File: src/rtl/fwie_defines.svh
`ifndef FWIE_DEFINES_SVH
`define FWIE_DEFINES_SVH

// ----------------------------------------------------------------
// Register offsets and bus answers
// ----------------------------------------------------------------
`define FWIE_OFS_EVENT_SET   8'h80
`define FWIE_OFS_EVENT_CLR   8'h84
`define FWIE_RESP_OKAY       2'b00
`define FWIE_RESP_DECERR     2'b11

// ----------------------------------------------------------------
// Event bit positions
// ----------------------------------------------------------------
`define FWIE_BIT_LOST_CYCLE  22
`define FWIE_BIT_SIXTY_FOUR  21
`define FWIE_BIT_NEW_CYCLE   20
`define FWIE_BIT_PHY_STATUS  19
`define FWIE_BIT_REG_FAULT   18
`define FWIE_BIT_REINIT      17
`define FWIE_BIT_ID_DONE     16
`define FWIE_BIT_ID_STICKY   15
`define FWIE_BIT_LOCK_ERR    9
`define FWIE_BIT_POST_ERR    8
`define FWIE_BIT_ISO_RX      7
`define FWIE_BIT_ISO_TX      6
`define FWIE_BIT_RSP_PKT     5
`define FWIE_BIT_REQ_PKT     4
`define FWIE_BIT_DMA_BASE    0

// ----------------------------------------------------------------
// Field masks and reset values
// ----------------------------------------------------------------
`define FWIE_LATCH_MASK      23'h7f833f
`define FWIE_RESERVED_MASK   23'h007c00
`define FWIE_FLAGS_RESET     23'h000000

// ----------------------------------------------------------------
// Timing
// ----------------------------------------------------------------
`define FWIE_CLK_MHZ         125
`define FWIE_LINK_LOSS_NS    400
`define FWIE_LINK_LOSS_CYC   ((`FWIE_LINK_LOSS_NS * `FWIE_CLK_MHZ + 999) / 1000)

`endif

File: src/rtl/fwie_pkg.sv
package fwie_pkg;

	typedef logic [22:0] fwie_flags_t;

	typedef enum logic [1:0]
	{
		FWIE_CL_IDLE       = 2'b00,
		FWIE_CL_WAIT_START = 2'b01,
		FWIE_CL_GAP_SEEN   = 2'b10,
		FWIE_CL_PREDICTED  = 2'b11
	} fwie_cycle_state_e;

	typedef enum logic [0:0]
	{
		FWIE_WR_ACCEPT = 1'b0,
		FWIE_WR_RESP   = 1'b1
	} fwie_wr_state_e;

endpackage

File: src/rtl/fwie_top.sv
// What this block does
// - Flag lost cycle: no start between cycles
// - Predict lost cycle from gaps early
// - Flag seconds counter bit six change
// - Flag new cycle on count LSB toggle
// - Flag PHY status transfer interrupt request
// - Flag register access without link clock
// - Flag PHY entering link reinitialisation
// - Flag node ID stream reception done
// - Reinit clears stream done same cycle
// - Sticky done set with done, survives reinit
// - Reserved bits fourteen to ten read zero
// - Flag unacknowledged lock reply
// - Flag host fault on posted store
// - Bit seven: live iso receive summary
// - Bit six: live iso transmit summary
// - Flag response packet arrived, descriptor updated
// - Flag request packet arrived, descriptor updated
// - Bit three on receive response completion
// - Bit two on receive request completion
// - Bit one on response send done
// - Bit zero on request send done
// - Set on source edge or set write
// - Clear by clear view write; reinit also clears stream done
// - Reads return flags ANDed with mask
// - Set view 80h, clear view 84h
`timescale 1ns/1ns
`include "fwie_defines.svh"

module fwie_top
#(
	parameter int          ADDR_W        = 8,
	parameter int          ISO_CTX       = 32,
	parameter logic [7:0]  LINK_LOSS_CYC = 8'(`FWIE_LINK_LOSS_CYC)
)
(
	input  wire logic               clk,
	input  wire logic               reset_n,
	input  wire logic [ADDR_W-1:0]  s_axi_awaddr,
	input  wire logic               s_axi_awvalid,
	output wire logic               s_axi_awready,
	input  wire logic [31:0]        s_axi_wdata,
	input  wire logic [3:0]         s_axi_wstrb,
	input  wire logic               s_axi_wvalid,
	output wire logic               s_axi_wready,
	output wire logic [1:0]         s_axi_bresp,
	output wire logic               s_axi_bvalid,
	input  wire logic               s_axi_bready,
	input  wire logic [ADDR_W-1:0]  s_axi_araddr,
	input  wire logic               s_axi_arvalid,
	output wire logic               s_axi_arready,
	output wire logic [31:0]        s_axi_rdata,
	output wire logic [1:0]         s_axi_rresp,
	output wire logic               s_axi_rvalid,
	input  wire logic               s_axi_rready,
	input  wire logic               link_clk,
	input  wire logic               cycle_count_lsb,
	input  wire logic               cycle_seconds_bit6,
	input  wire logic               cycle_start_seen,
	input  wire logic               subaction_gap,
	input  wire logic               arb_reset_gap,
	input  wire logic               phy_status_request,
	input  wire logic               phy_link_reinit,
	input  wire logic               node_id_stream_done,
	input  wire logic               lock_reply_unacked,
	input  wire logic               posted_store_fault,
	input  wire logic               response_packet_arrived,
	input  wire logic               request_packet_arrived,
	input  wire logic [3:0]         dma_cmd_done,
	input  wire logic [3:0]         dma_cmd_irq,
	input  wire logic               link_reg_access,
	input  wire logic [ISO_CTX-1:0] iso_rx_event,
	input  wire logic [ISO_CTX-1:0] iso_rx_mask,
	input  wire logic [ISO_CTX-1:0] iso_tx_event,
	input  wire logic [ISO_CTX-1:0] iso_tx_mask,
	input  wire logic [22:0]        event_mask,
	output wire logic [22:0]        event_flags,
	output wire logic               event_pending,
	output wire logic               link_clk_lost
);

	// ----------------------------------------------------------------
	// Link side synchronisers
	// ----------------------------------------------------------------
	localparam int LNK_N = 8;

	logic [LNK_N-1:0] lnk_s1_ff;
	logic [LNK_N-1:0] lnk_s2_ff;
	logic [LNK_N-1:0] lnk_s3_ff;
	logic [2:0]       lnk_vld_ff;
	wire  [LNK_N-1:0] lnk_raw;
	wire  [LNK_N-1:0] lnk_rise;
	wire  [LNK_N-1:0] lnk_change;

	assign lnk_raw = {phy_link_reinit, phy_status_request, arb_reset_gap, subaction_gap,
		cycle_start_seen, cycle_seconds_bit6, cycle_count_lsb, link_clk};
	// Hold off edge detection until both stages carry pin values
	assign lnk_rise   = lnk_s2_ff & ~lnk_s3_ff & {LNK_N{lnk_vld_ff[2]}};
	assign lnk_change = (lnk_s2_ff ^ lnk_s3_ff) & {LNK_N{lnk_vld_ff[2]}};

	always_ff @(posedge clk)
	begin
		if (!reset_n)
		begin
			lnk_s1_ff <= '0;
			lnk_s2_ff <= '0;
			lnk_s3_ff <= '0;
			lnk_vld_ff <= 3'h0;
		end
		else
		begin
			lnk_s1_ff <= lnk_raw;
			lnk_s2_ff <= lnk_s1_ff;
			lnk_s3_ff <= lnk_s2_ff;
			lnk_vld_ff <= {lnk_vld_ff[1:0], 1'b1};
		end
	end

	wire clk_edge       = lnk_change[0];
	wire new_cycle_evt  = lnk_change[1];
	wire sec_change_evt = lnk_change[2];
	wire cyc_start_evt  = lnk_rise[3];
	wire sub_gap_evt    = lnk_rise[4];
	wire arb_gap_evt    = lnk_rise[5];
	wire phy_req_evt    = lnk_rise[6];
	wire reinit_evt     = lnk_rise[7];

	// ----------------------------------------------------------------
	// Link clock watchdog
	// ----------------------------------------------------------------
	logic [7:0] loss_cnt_ff;
	logic       link_lost_ff;
	wire        loss_hit = (loss_cnt_ff >= LINK_LOSS_CYC);
	wire  [7:0] nxt_loss_cnt = clk_edge ? 8'h00 : (loss_hit ? loss_cnt_ff : loss_cnt_ff + 8'h01);

	always_ff @(posedge clk)
	begin
		if (!reset_n)
		begin
			loss_cnt_ff  <= 8'h00;
			link_lost_ff <= 1'b0;
		end
		else
		begin
			loss_cnt_ff  <= nxt_loss_cnt;
			link_lost_ff <= (nxt_loss_cnt >= LINK_LOSS_CYC);
		end
	end

	// ----------------------------------------------------------------
	// Same clock source edges
	// ----------------------------------------------------------------
	logic [12:0] src_prev_ff;
	wire  [12:0] src_now = {1'b0, link_reg_access, dma_cmd_done & dma_cmd_irq, request_packet_arrived,
		response_packet_arrived, posted_store_fault, lock_reply_unacked,
		node_id_stream_done, 2'b00};
	wire  [12:0] src_rise = src_now & ~src_prev_ff;

	always_ff @(posedge clk)
	begin
		if (!reset_n)
			src_prev_ff <= '0;
		else
			src_prev_ff <= src_now;
	end

	wire       id_done_evt  = src_rise[2];
	wire       lock_evt     = src_rise[3];
	wire       post_evt     = src_rise[4];
	wire       rsp_pkt_evt  = src_rise[5];
	wire       req_pkt_evt  = src_rise[6];
	wire [3:0] dma_evt      = src_rise[10:7];
	wire       reg_acc_evt  = src_rise[11];
	wire       reg_fail_evt = reg_acc_evt & link_lost_ff;

	// ----------------------------------------------------------------
	// Lost cycle tracking
	// ----------------------------------------------------------------
	fwie_pkg::fwie_cycle_state_e cl_state_ff;
	fwie_pkg::fwie_cycle_state_e nxt_cl_state;
	logic                        lost_evt;

	always_comb
	begin
		nxt_cl_state = cl_state_ff;
		lost_evt     = 1'b0;
		if (new_cycle_evt)
		begin
			lost_evt     = (cl_state_ff != fwie_pkg::FWIE_CL_IDLE);
			nxt_cl_state = fwie_pkg::FWIE_CL_WAIT_START;
		end
		else if (cyc_start_evt)
			nxt_cl_state = fwie_pkg::FWIE_CL_IDLE;
		else
		begin
			case (cl_state_ff)
				fwie_pkg::FWIE_CL_WAIT_START:
				begin
					if (arb_gap_evt)
					begin
						lost_evt     = 1'b1;
						nxt_cl_state = fwie_pkg::FWIE_CL_PREDICTED;
					end
					else if (sub_gap_evt)
						nxt_cl_state = fwie_pkg::FWIE_CL_GAP_SEEN;
				end
				fwie_pkg::FWIE_CL_GAP_SEEN:
				begin
					if (arb_gap_evt || sub_gap_evt)
					begin
						lost_evt     = 1'b1;
						nxt_cl_state = fwie_pkg::FWIE_CL_PREDICTED;
					end
				end
				default:
					nxt_cl_state = cl_state_ff;
			endcase
		end
	end

	always_ff @(posedge clk)
	begin
		if (!reset_n)
			cl_state_ff <= fwie_pkg::FWIE_CL_IDLE;
		else
			cl_state_ff <= nxt_cl_state;
	end

	// ----------------------------------------------------------------
	// AXI4-Lite slave
	// ----------------------------------------------------------------
	logic                    awready_ff;
	logic                    wready_ff;
	logic                    bvalid_ff;
	logic [1:0]              bresp_ff;
	logic                    arready_ff;
	logic                    rvalid_ff;
	logic [1:0]              rresp_ff;
	logic [31:0]             rdata_ff;
	logic                    aw_have_ff;
	logic                    w_have_ff;
	logic [ADDR_W-1:0]       awaddr_ff;
	logic [31:0]             wdata_ff;
	logic [3:0]              wstrb_ff;
	fwie_pkg::fwie_wr_state_e wr_state_ff;

	wire aw_hs   = s_axi_awvalid & awready_ff;
	wire w_hs    = s_axi_wvalid & wready_ff;
	wire ar_hs   = s_axi_arvalid & arready_ff;
	wire wr_fire = aw_have_ff & w_have_ff & (wr_state_ff == fwie_pkg::FWIE_WR_ACCEPT);
	wire b_done  = bvalid_ff & s_axi_bready;
	wire r_done  = rvalid_ff & s_axi_rready;

	wire nxt_aw_have = aw_hs | (aw_have_ff & ~wr_fire);
	wire nxt_w_have  = w_hs | (w_have_ff & ~wr_fire);
	wire nxt_bvalid  = wr_fire | (bvalid_ff & ~b_done);
	wire nxt_rvalid  = ar_hs | (rvalid_ff & ~r_done);

	wire [31:0] strb_bits = {{8{wstrb_ff[3]}}, {8{wstrb_ff[2]}}, {8{wstrb_ff[1]}}, {8{wstrb_ff[0]}}};
	wire        wr_is_set = (awaddr_ff == `FWIE_OFS_EVENT_SET);
	wire        wr_is_clr = (awaddr_ff == `FWIE_OFS_EVENT_CLR);
	wire        rd_hit    = (s_axi_araddr == `FWIE_OFS_EVENT_SET) ||
		(s_axi_araddr == `FWIE_OFS_EVENT_CLR);
	wire [22:0] wr_bits   = wdata_ff[22:0] & strb_bits[22:0] & `FWIE_LATCH_MASK;
	wire [22:0] sw_set    = (wr_fire && wr_is_set) ? wr_bits : 23'h000000;
	wire [22:0] sw_clr    = (wr_fire && wr_is_clr) ? wr_bits : 23'h000000;

	always_ff @(posedge clk)
	begin
		if (!reset_n)
		begin
			awready_ff  <= 1'b0;
			wready_ff   <= 1'b0;
			arready_ff  <= 1'b0;
			aw_have_ff  <= 1'b0;
			w_have_ff   <= 1'b0;
			bvalid_ff   <= 1'b0;
			rvalid_ff   <= 1'b0;
			wr_state_ff <= fwie_pkg::FWIE_WR_ACCEPT;
		end
		else
		begin
			aw_have_ff  <= nxt_aw_have;
			w_have_ff   <= nxt_w_have;
			bvalid_ff   <= nxt_bvalid;
			rvalid_ff   <= nxt_rvalid;
			awready_ff  <= ~nxt_aw_have & ~nxt_bvalid;
			wready_ff   <= ~nxt_w_have & ~nxt_bvalid;
			arready_ff  <= ~nxt_rvalid;
			wr_state_ff <= nxt_bvalid ? fwie_pkg::FWIE_WR_RESP : fwie_pkg::FWIE_WR_ACCEPT;
		end
	end

	// ----------------------------------------------------------------
	// Event flags
	// ----------------------------------------------------------------
	fwie_pkg::fwie_flags_t flags_ff;
	logic [22:0]           hw_set;
	logic [22:0]           nxt_flags;

	wire iso_rx_any = |(iso_rx_event & iso_rx_mask);
	wire iso_tx_any = |(iso_tx_event & iso_tx_mask);
	wire [22:0] live_flags = flags_ff | ({22'h000000, iso_rx_any} << `FWIE_BIT_ISO_RX) |
		({22'h000000, iso_tx_any} << `FWIE_BIT_ISO_TX);
	wire [22:0] read_word  = live_flags & event_mask & ~`FWIE_RESERVED_MASK;

	always_comb
	begin
		hw_set = 23'h000000;
		hw_set[`FWIE_BIT_LOST_CYCLE] = lost_evt;
		hw_set[`FWIE_BIT_SIXTY_FOUR] = sec_change_evt;
		hw_set[`FWIE_BIT_NEW_CYCLE]  = new_cycle_evt;
		hw_set[`FWIE_BIT_PHY_STATUS] = phy_req_evt;
		hw_set[`FWIE_BIT_REG_FAULT]  = reg_fail_evt;
		hw_set[`FWIE_BIT_REINIT]     = reinit_evt;
		hw_set[`FWIE_BIT_ID_DONE]    = id_done_evt;
		hw_set[`FWIE_BIT_ID_STICKY]  = id_done_evt;
		hw_set[`FWIE_BIT_LOCK_ERR]   = lock_evt;
		hw_set[`FWIE_BIT_POST_ERR]   = post_evt;
		hw_set[`FWIE_BIT_RSP_PKT]    = rsp_pkt_evt;
		hw_set[`FWIE_BIT_REQ_PKT]    = req_pkt_evt;
		hw_set[3:0]                  = dma_evt;
		// Hardware and software set win over a software clear in the same cycle
		nxt_flags = ((flags_ff & ~sw_clr) | hw_set | sw_set) & `FWIE_LATCH_MASK;
		if (reinit_evt)
			nxt_flags[`FWIE_BIT_ID_DONE] = 1'b0;
	end

	logic [22:0] event_flags_ff;
	logic        event_pending_ff;

	always_ff @(posedge clk)
	begin
		if (!reset_n)
		begin
			flags_ff         <= `FWIE_FLAGS_RESET;
			event_flags_ff   <= `FWIE_FLAGS_RESET;
			event_pending_ff <= 1'b0;
		end
		else
		begin
			flags_ff         <= nxt_flags;
			event_flags_ff   <= live_flags;
			event_pending_ff <= |read_word;
		end
	end

	// ----------------------------------------------------------------
	// Bus payload registers
	// ----------------------------------------------------------------
	always_ff @(posedge clk)
	begin
		if (!reset_n)
		begin
			awaddr_ff <= '0;
			wdata_ff  <= 32'h00000000;
			wstrb_ff  <= 4'h0;
			bresp_ff  <= `FWIE_RESP_OKAY;
			rresp_ff  <= `FWIE_RESP_OKAY;
			rdata_ff  <= 32'h00000000;
		end
		else
		begin
			if (aw_hs)
				awaddr_ff <= s_axi_awaddr;
			if (w_hs)
			begin
				wdata_ff <= s_axi_wdata;
				wstrb_ff <= s_axi_wstrb;
			end
			if (wr_fire)
				bresp_ff <= (wr_is_set || wr_is_clr) ? `FWIE_RESP_OKAY : `FWIE_RESP_DECERR;
			if (ar_hs)
			begin
				rresp_ff <= rd_hit ? `FWIE_RESP_OKAY : `FWIE_RESP_DECERR;
				rdata_ff <= rd_hit ? {9'h000, read_word} : 32'h00000000;
			end
		end
	end

	assign s_axi_awready = awready_ff;
	assign s_axi_wready  = wready_ff;
	assign s_axi_bvalid  = bvalid_ff;
	assign s_axi_bresp   = bresp_ff;
	assign s_axi_arready = arready_ff;
	assign s_axi_rvalid  = rvalid_ff;
	assign s_axi_rresp   = rresp_ff;
	assign s_axi_rdata   = rdata_ff;
	assign event_flags   = event_flags_ff;
	assign event_pending = event_pending_ff;
	assign link_clk_lost = link_lost_ff;
endmodule
File: config.mk
export PLATFORM = sky130hd
export DESIGN_NAME = fwie_top
export DESIGN_NICKNAME = d
export VERILOG_FILES = /design/src/rtl/fwie_pkg.sv /design/src/rtl/fwie_top.sv
export VERILOG_INCLUDE_DIRS = /design/src /design/src/rtl
export SDC_FILE = /design/constraint.sdc
export NUM_CORES = 1
export LEC_CHECK = 0
export BUFFER_PORTS_ARGS = -buffer_cell sky130_fd_sc_hd__buf_2
export CAP_MARGIN = 20
export CORE_MARGIN = 4
export CORE_UTILIZATION = 40
export CTS_CLUSTER_DIAMETER = 40
export CTS_CLUSTER_SIZE = 10
export DETAILED_ROUTE_END_ITERATION = 16
export HOLD_SLACK_MARGIN = 0.12
export PLACE_DENSITY = 0.76
export SKIP_LAST_GASP = 1
export SLEW_MARGIN = 20
export SYNTH_ARGS = -nofsm -noshare
export SYNTH_HDL_FRONTEND = slang
export SYNTH_SLANG_ARGS = --single-unit
export TNS_END_PERCENT = 50
File: constraint.sdc
create_clock -name clk -period 1.9 [get_ports clk]
set_clock_uncertainty 0.1 [all_clocks]
set_input_delay 0.38 -clock clk [delete_from_list [all_inputs] [get_ports clk]]
set_output_delay 0.38 -clock clk [all_outputs]
set_load 0.02 [all_outputs]
[After elaboration in Yosys (flattened, before gate mapping)]
Index checks and enable logic that the tools add are counted.
Cells by class
  $add $sub $neg: 1
  order comparisons: 2
  equality and inequality tests: 10
  multiplexer cells: 20
  bitwise operators: 45
  reduce and logical (&&, ||, !) cells: 15
Operator list (count)
  $and 23x23->23: 3
  $mux 23: 3
  $and 32x32->32: 2
  $reduce_or 32->1: 2
  $or 23x23->23: 2
  $eq 8x8->1 const B: 4
  $not 23->23: 1
  $or 23x7->23: 1
  $or 23x8->23: 1
  $reduce_or 18->1: 1
  $and 8x8->8: 2
  $ge 8x6->1 const B: 2
  $mux 8: 2
  $and 1x1->1: 14
  $and 12x12->12: 1
  $not 12->12: 1
  $mux 2: 5
  $not 1->1: 9
  $add 8x1->8 const B: 1
  $mux 1: 8
  $not 8->8: 1
  $reduce_and 3->1: 2
  $ne 5x5->1 const B: 1
  $and 4x4->4: 1
  other kinds (16): 23
Word-level totals
  register bits after elaboration: 173
  output and inout bits: 66
  logic and storage cells: 122

[Logic depth before layout (Yosys ltp)]
  word-level depth: 10
  gate-level depth with buffers: 7
  depth with buffers taken out: 7

[Worst setup path after synthesis]
OpenSTA, ideal clock, no wires.
  path kind: register to register
  start: register awaddr_ff[4]
  end: register flags_ff[22]
  setup time: 0.120 ns
  arrival time: 1.790 ns
  data required time: 1.680 ns
  setup slack: -0.110 ns
  stages on the path, launching flop included: 6
  buffers on the path: 0
  clock period less this slack: 2.010 ns
  cells stage by stage: dfxtp_1 or4b_4 nor4_4 nand2_1 mux2_1 o31a_1
On the way
  longest elaborated chain between the ends: 7
Ends and longest elaborated chain
  start, declared: RTL line fwie_top.sv:242  | logic [ADDR_W-1:0] awaddr_ff;
  start signal, assigned: RTL line fwie_top.sv:365  | awaddr_ff <= s_axi_awaddr;
  $eq 8x8->1 (no source line)
  $logic_and 1x1->1: RTL line fwie_top.sv:266  | wire [22:0] sw_clr = (wr_fire && wr_is_clr) ? wr_bits : 23'h000000;
  $mux 23: RTL line fwie_top.sv:266
  $not 23->23: RTL line fwie_top.sv:324  | nxt_flags = ((flags_ff & ~sw_clr) | hw_set | sw_set) & `FWIE_LATCH_MASK;
  $and 23x23->23: RTL line fwie_top.sv:324
  $or 23x23->23: RTL line fwie_top.sv:324
  $or 23x23->23 *: RTL line fwie_top.sv:324
  end signal, assigned: RTL line fwie_top.sv:336  | flags_ff <= `FWIE_FLAGS_RESET;
  end signal, assigned: RTL line fwie_top.sv:342  | flags_ff <= nxt_flags;
  end, declared: RTL line fwie_top.sv:297  | fwie_pkg::fwie_flags_t flags_ff;
Every way passes the cells marked *; elsewhere a longest branch is shown, timed or not.
A chain may end at the register's enable or synchronous reset.

[Worst setup path after layout]
Same ends and word-level chain as after synthesis.

==> results.py <==
metrics = {
    "status": {
        "outcome": "finished with violations",
        "violations": "setup timing",
    },
    "detailed_routing": {
        "wire_per_inst_um": 15.97,
        "viasPerCell": 4.956,
        "drc": 0,
        "drtPass1Iterations": 6,
        "vias": 5313,
        "drtIter0Drc": 438,
        "routed_wl_um": 17120,
        "ant_nets": 0,
    },
    "logic_synthesis": {
        "avgSynthCellArea_um2": 9.340,
        "synth-seq-area-share_pct": 51.52,
        "yosys.area.top_type": "dfxtp_1",
        "yosys_warnings": 0,
        "ys_types": 46,
        "synthDominantCellAreaShare_pct": 51.52,
        "synth_edf_count": 0,
        "synthCells": 570,
        "synth.area.top_cells": "dfxtp_1 52%, and2_1 6.1%, nand2_1 5.9%",
        "async_reset_ff_share_pct": 0,
        "yosysMostFrequentCell": "dfxtp_1",
        "synth.ff_latch_count": 137,
        "syn_area_mm2": 0.005324,
        "synth_ff_type": "dfxtp_1",
        "synthTopCellsByCount": "137 x dfxtp_1, 83 x nand2_1, 52 x and2_1",
    },
    "global_routing": {
        "grt_pass1_vias": 5037,
        "grt_pass1_wl_um": 25060,
        "grt_antenna_before_repair": 0,
        "gr-total-overflow": 0,
        "grt_max_degree": 51,
        "grt_util_all_layers_pct": 21.38,
    },
    "sta": {
        "slew_viol_final": 0,
        "hold_slack_ps": 141.5,
        "slew-limit-headroom_pct": 50.83,
        "final.min_clock_period_ps": 1939,
        "hold_viol_final": 0,
        "tightestPinTransition_ps": 737.5,
        "rsz0062_at_grt": "true",
        "setup_viol": 1,
        "worst_slack_ps": -38.53,
        "fin_crit_sh_pct": 102.0,
        "max_freq_mhz": 515.9,
    },
    "power": {
        "ir_worst_vdd_mv": 0.6728,
        "powerDensity_mw_per_mm2": 902.8,
        "leakage_nw": 3.760,
        "finalPower_w": 0.007192,
    },
    "critical_path": {
        "critPathLaunchType": "flop",
        "cp_max_fo": 2,
        "r2r-end": "flags_ff[22]",
        "end_kind": "flop",
        "r2r_cells": 5,
        "critical_path_class": "reg -> reg",
        "r2r_slack_ps": -40,
        "timing.rr.start": "awaddr_ff[4]",
        "arrival_ps": 2140,
        "crit_required_ps": 2100,
    },
    "floorplanning": {
        "die_x_um": 123.4,
        "coreArea_mm2": 0.01282,
        "row_count": 41,
        "num_io_pins": 298,
        "fp.dieH_um": 123.4,
        "initial_utilization_pct": 41.51,
        "die_area_mm2": 0.01522,
    },
    "min_path": {
        "holdCritStartpoint": "event_mask[16]",
        "hold_depth": 3,
        "min_to": "s_axi_rdata[16]",
        "hp-class": "in -> reg",
    },
    "cts": {
        "cts_tree": "built",
        "ctsRootBufferMaster": "clkbuf_16",
        "clkSinkCount": 137,
        "path_clk_slew_ps": 60,
        "clkLatencyLatePin_ps": 410,
        "h-tree-depth": 4,
        "numCtsBuffers": 17,
        "clock_path_buffers": 2,
    },
    "placement": {
        "port_buffers": 255,
        "gp_congestion": 0.8447,
        "place_area_mm2": 0.006844,
        "dp_hpwl_um": 12600,
    },
    "finish": {
        "layout-drive-gt1-share_pct": 36.11,
        "fin_nets": 1124,
        "final_core_util_pct": 62.12,
        "final_area_mm2": 0.007966,
        "synthToLayoutAreaGrowth_pct": 49.64,
        "diodes": 0,
    },
    "run": {
        "cap_violations": 0,
    },
}
cell type report:
cell class              count  area (µm²)
fillers                  1058        4858
flip-flops and latches    137        2744
well taps                 172       215.2
clock inverters            11       145.1
inverters                  10       37.54
repair buffers            324        1939
clock buffers              21       470.5
multi-input cells         397        2415
cells by family (layout without fill, tap and decap cells):
| family | count (synthesis) | in the layout | share of synthesized area (%) |
|---|---|---|---|
| xor gates and xnor gates | 6 | 6 | 0.9871 |
| other | 1 | 19 | 0.07044 |
| buffers and inverters | 54 | 366 | 5.311 |
| adders and majority gates | 5 | 5 | 1.175 |
| DFF | 137 | 137 | 51.52 |
| AOI/OAI and AO/OA | 125 | 125 | 15.70 |
| and+or+nand+nor | 226 | 226 | 22.21 |
| muxes | 16 | 16 | 3.032 |
through the flow:
step           worst slack [ps]  setup TNS [ps]  instances
5_1_grt                  -112.6          -631.5       1072
3_3_place_gp             -26.64          -26.64        994
6_report                 -38.53          -38.53       1072
2_1_floorplan            -110.1          -110.1        588
3_5_place_dp             -38.58          -38.58        994
4_1_cts                  -37.54          -37.54       1071
routing by layer:
metal	wire [µm]	global-route usage, %	vias up
li1	-	-	2593
met2	8187	33.64	238
met3	1619	7.731	24
met4	190	6.021	0
met1	7118	27.72	2458
met5	0	0	-
worst max path at each step:
stage | end | startpoint | cells past startpoint | slack, ps
6_report | flags_ff[22] | awaddr_ff[4] | 5 | -40
5_1_grt | link_clk_lost | loss_cnt_ff[0] | 7 | -110
4_1_cts | flags_ff[22] | awaddr_ff[4] | 5 | -40
3_5_place_dp | flags_ff[22] | awaddr_ff[0] | 5 | -40
3_3_place_gp | flags_ff[22] | awaddr_ff[0] | 5 | -30
2_1_floorplan | flags_ff[22] | awaddr_ff[4] | 5 | -110
layout by cell type (no fill, tap or decap), drive strengths merged, types with 6 or more instances in the layout:
master       Yosys  layout
conb             1      19
nor2            28      28
nand4            8       8
dfxtp          137     137
and3            10      10
nand2           83      83
a22oi           33      33
mux2i           15      15
dlygate4sd3      0      45
a21oi           49      49
a32oi           16      16
nand2b           7       7
and2            52      52
buf             25     279
o21ai            7       7
nand3b          10      10
inv             10      10
nor4             6       6
clkbuf          19      21
power breakdown:
part | internal (W) | switching (W)
combinational | 0.000393 | 0.000378
sequential | 0.00299 | 0.0000639
clock | 0.00216 | 0.00120
critical path, stage by stage, from the launching register on:
cell and delay [ps]:
dfxtp_2 310, or4b_4 560, nor4_4 170, nand2_1 100, mux2_4 300, o31a_1 280
timing repair:
item,in CTS,in global routing
buffers inserted,0,1
gates resized for setup,1,12
pin swaps,0,3
setup endpoints to repair,1,11
hold buffers,45,0
endpoints found under the hold margin,44,0
sequential cells by signal (all words and copies together), names as in the netlist:
| signal | count |
|---|---|
| event_flags | 18 |
| s_axi_rdata | 18 |
| flags_ff | 16 |
| wdata_ff | 16 |
| src_prev_ff | 10 |
| awaddr_ff | 8 |
| lnk_s1_ff | 8 |
| lnk_s2_ff | 8 |
| lnk_s3_ff | 8 |
| loss_cnt_ff | 8 |
| lnk_vld_ff | 3 |
| wstrb_ff | 3 |
| cl_state_ff | 2 |
| aw_have_ff | 1 |
| event_pending | 1 |
| link_clk_lost | 1 |
| s_axi_arready | 1 |
| s_axi_awready | 1 |
| s_axi_bresp | 1 |
| s_axi_bvalid | 1 |
| s_axi_rresp | 1 |
| s_axi_rvalid | 1 |
| s_axi_wready | 1 |
| w_have_ff | 1 |
(Power assumes the default switching activity.)
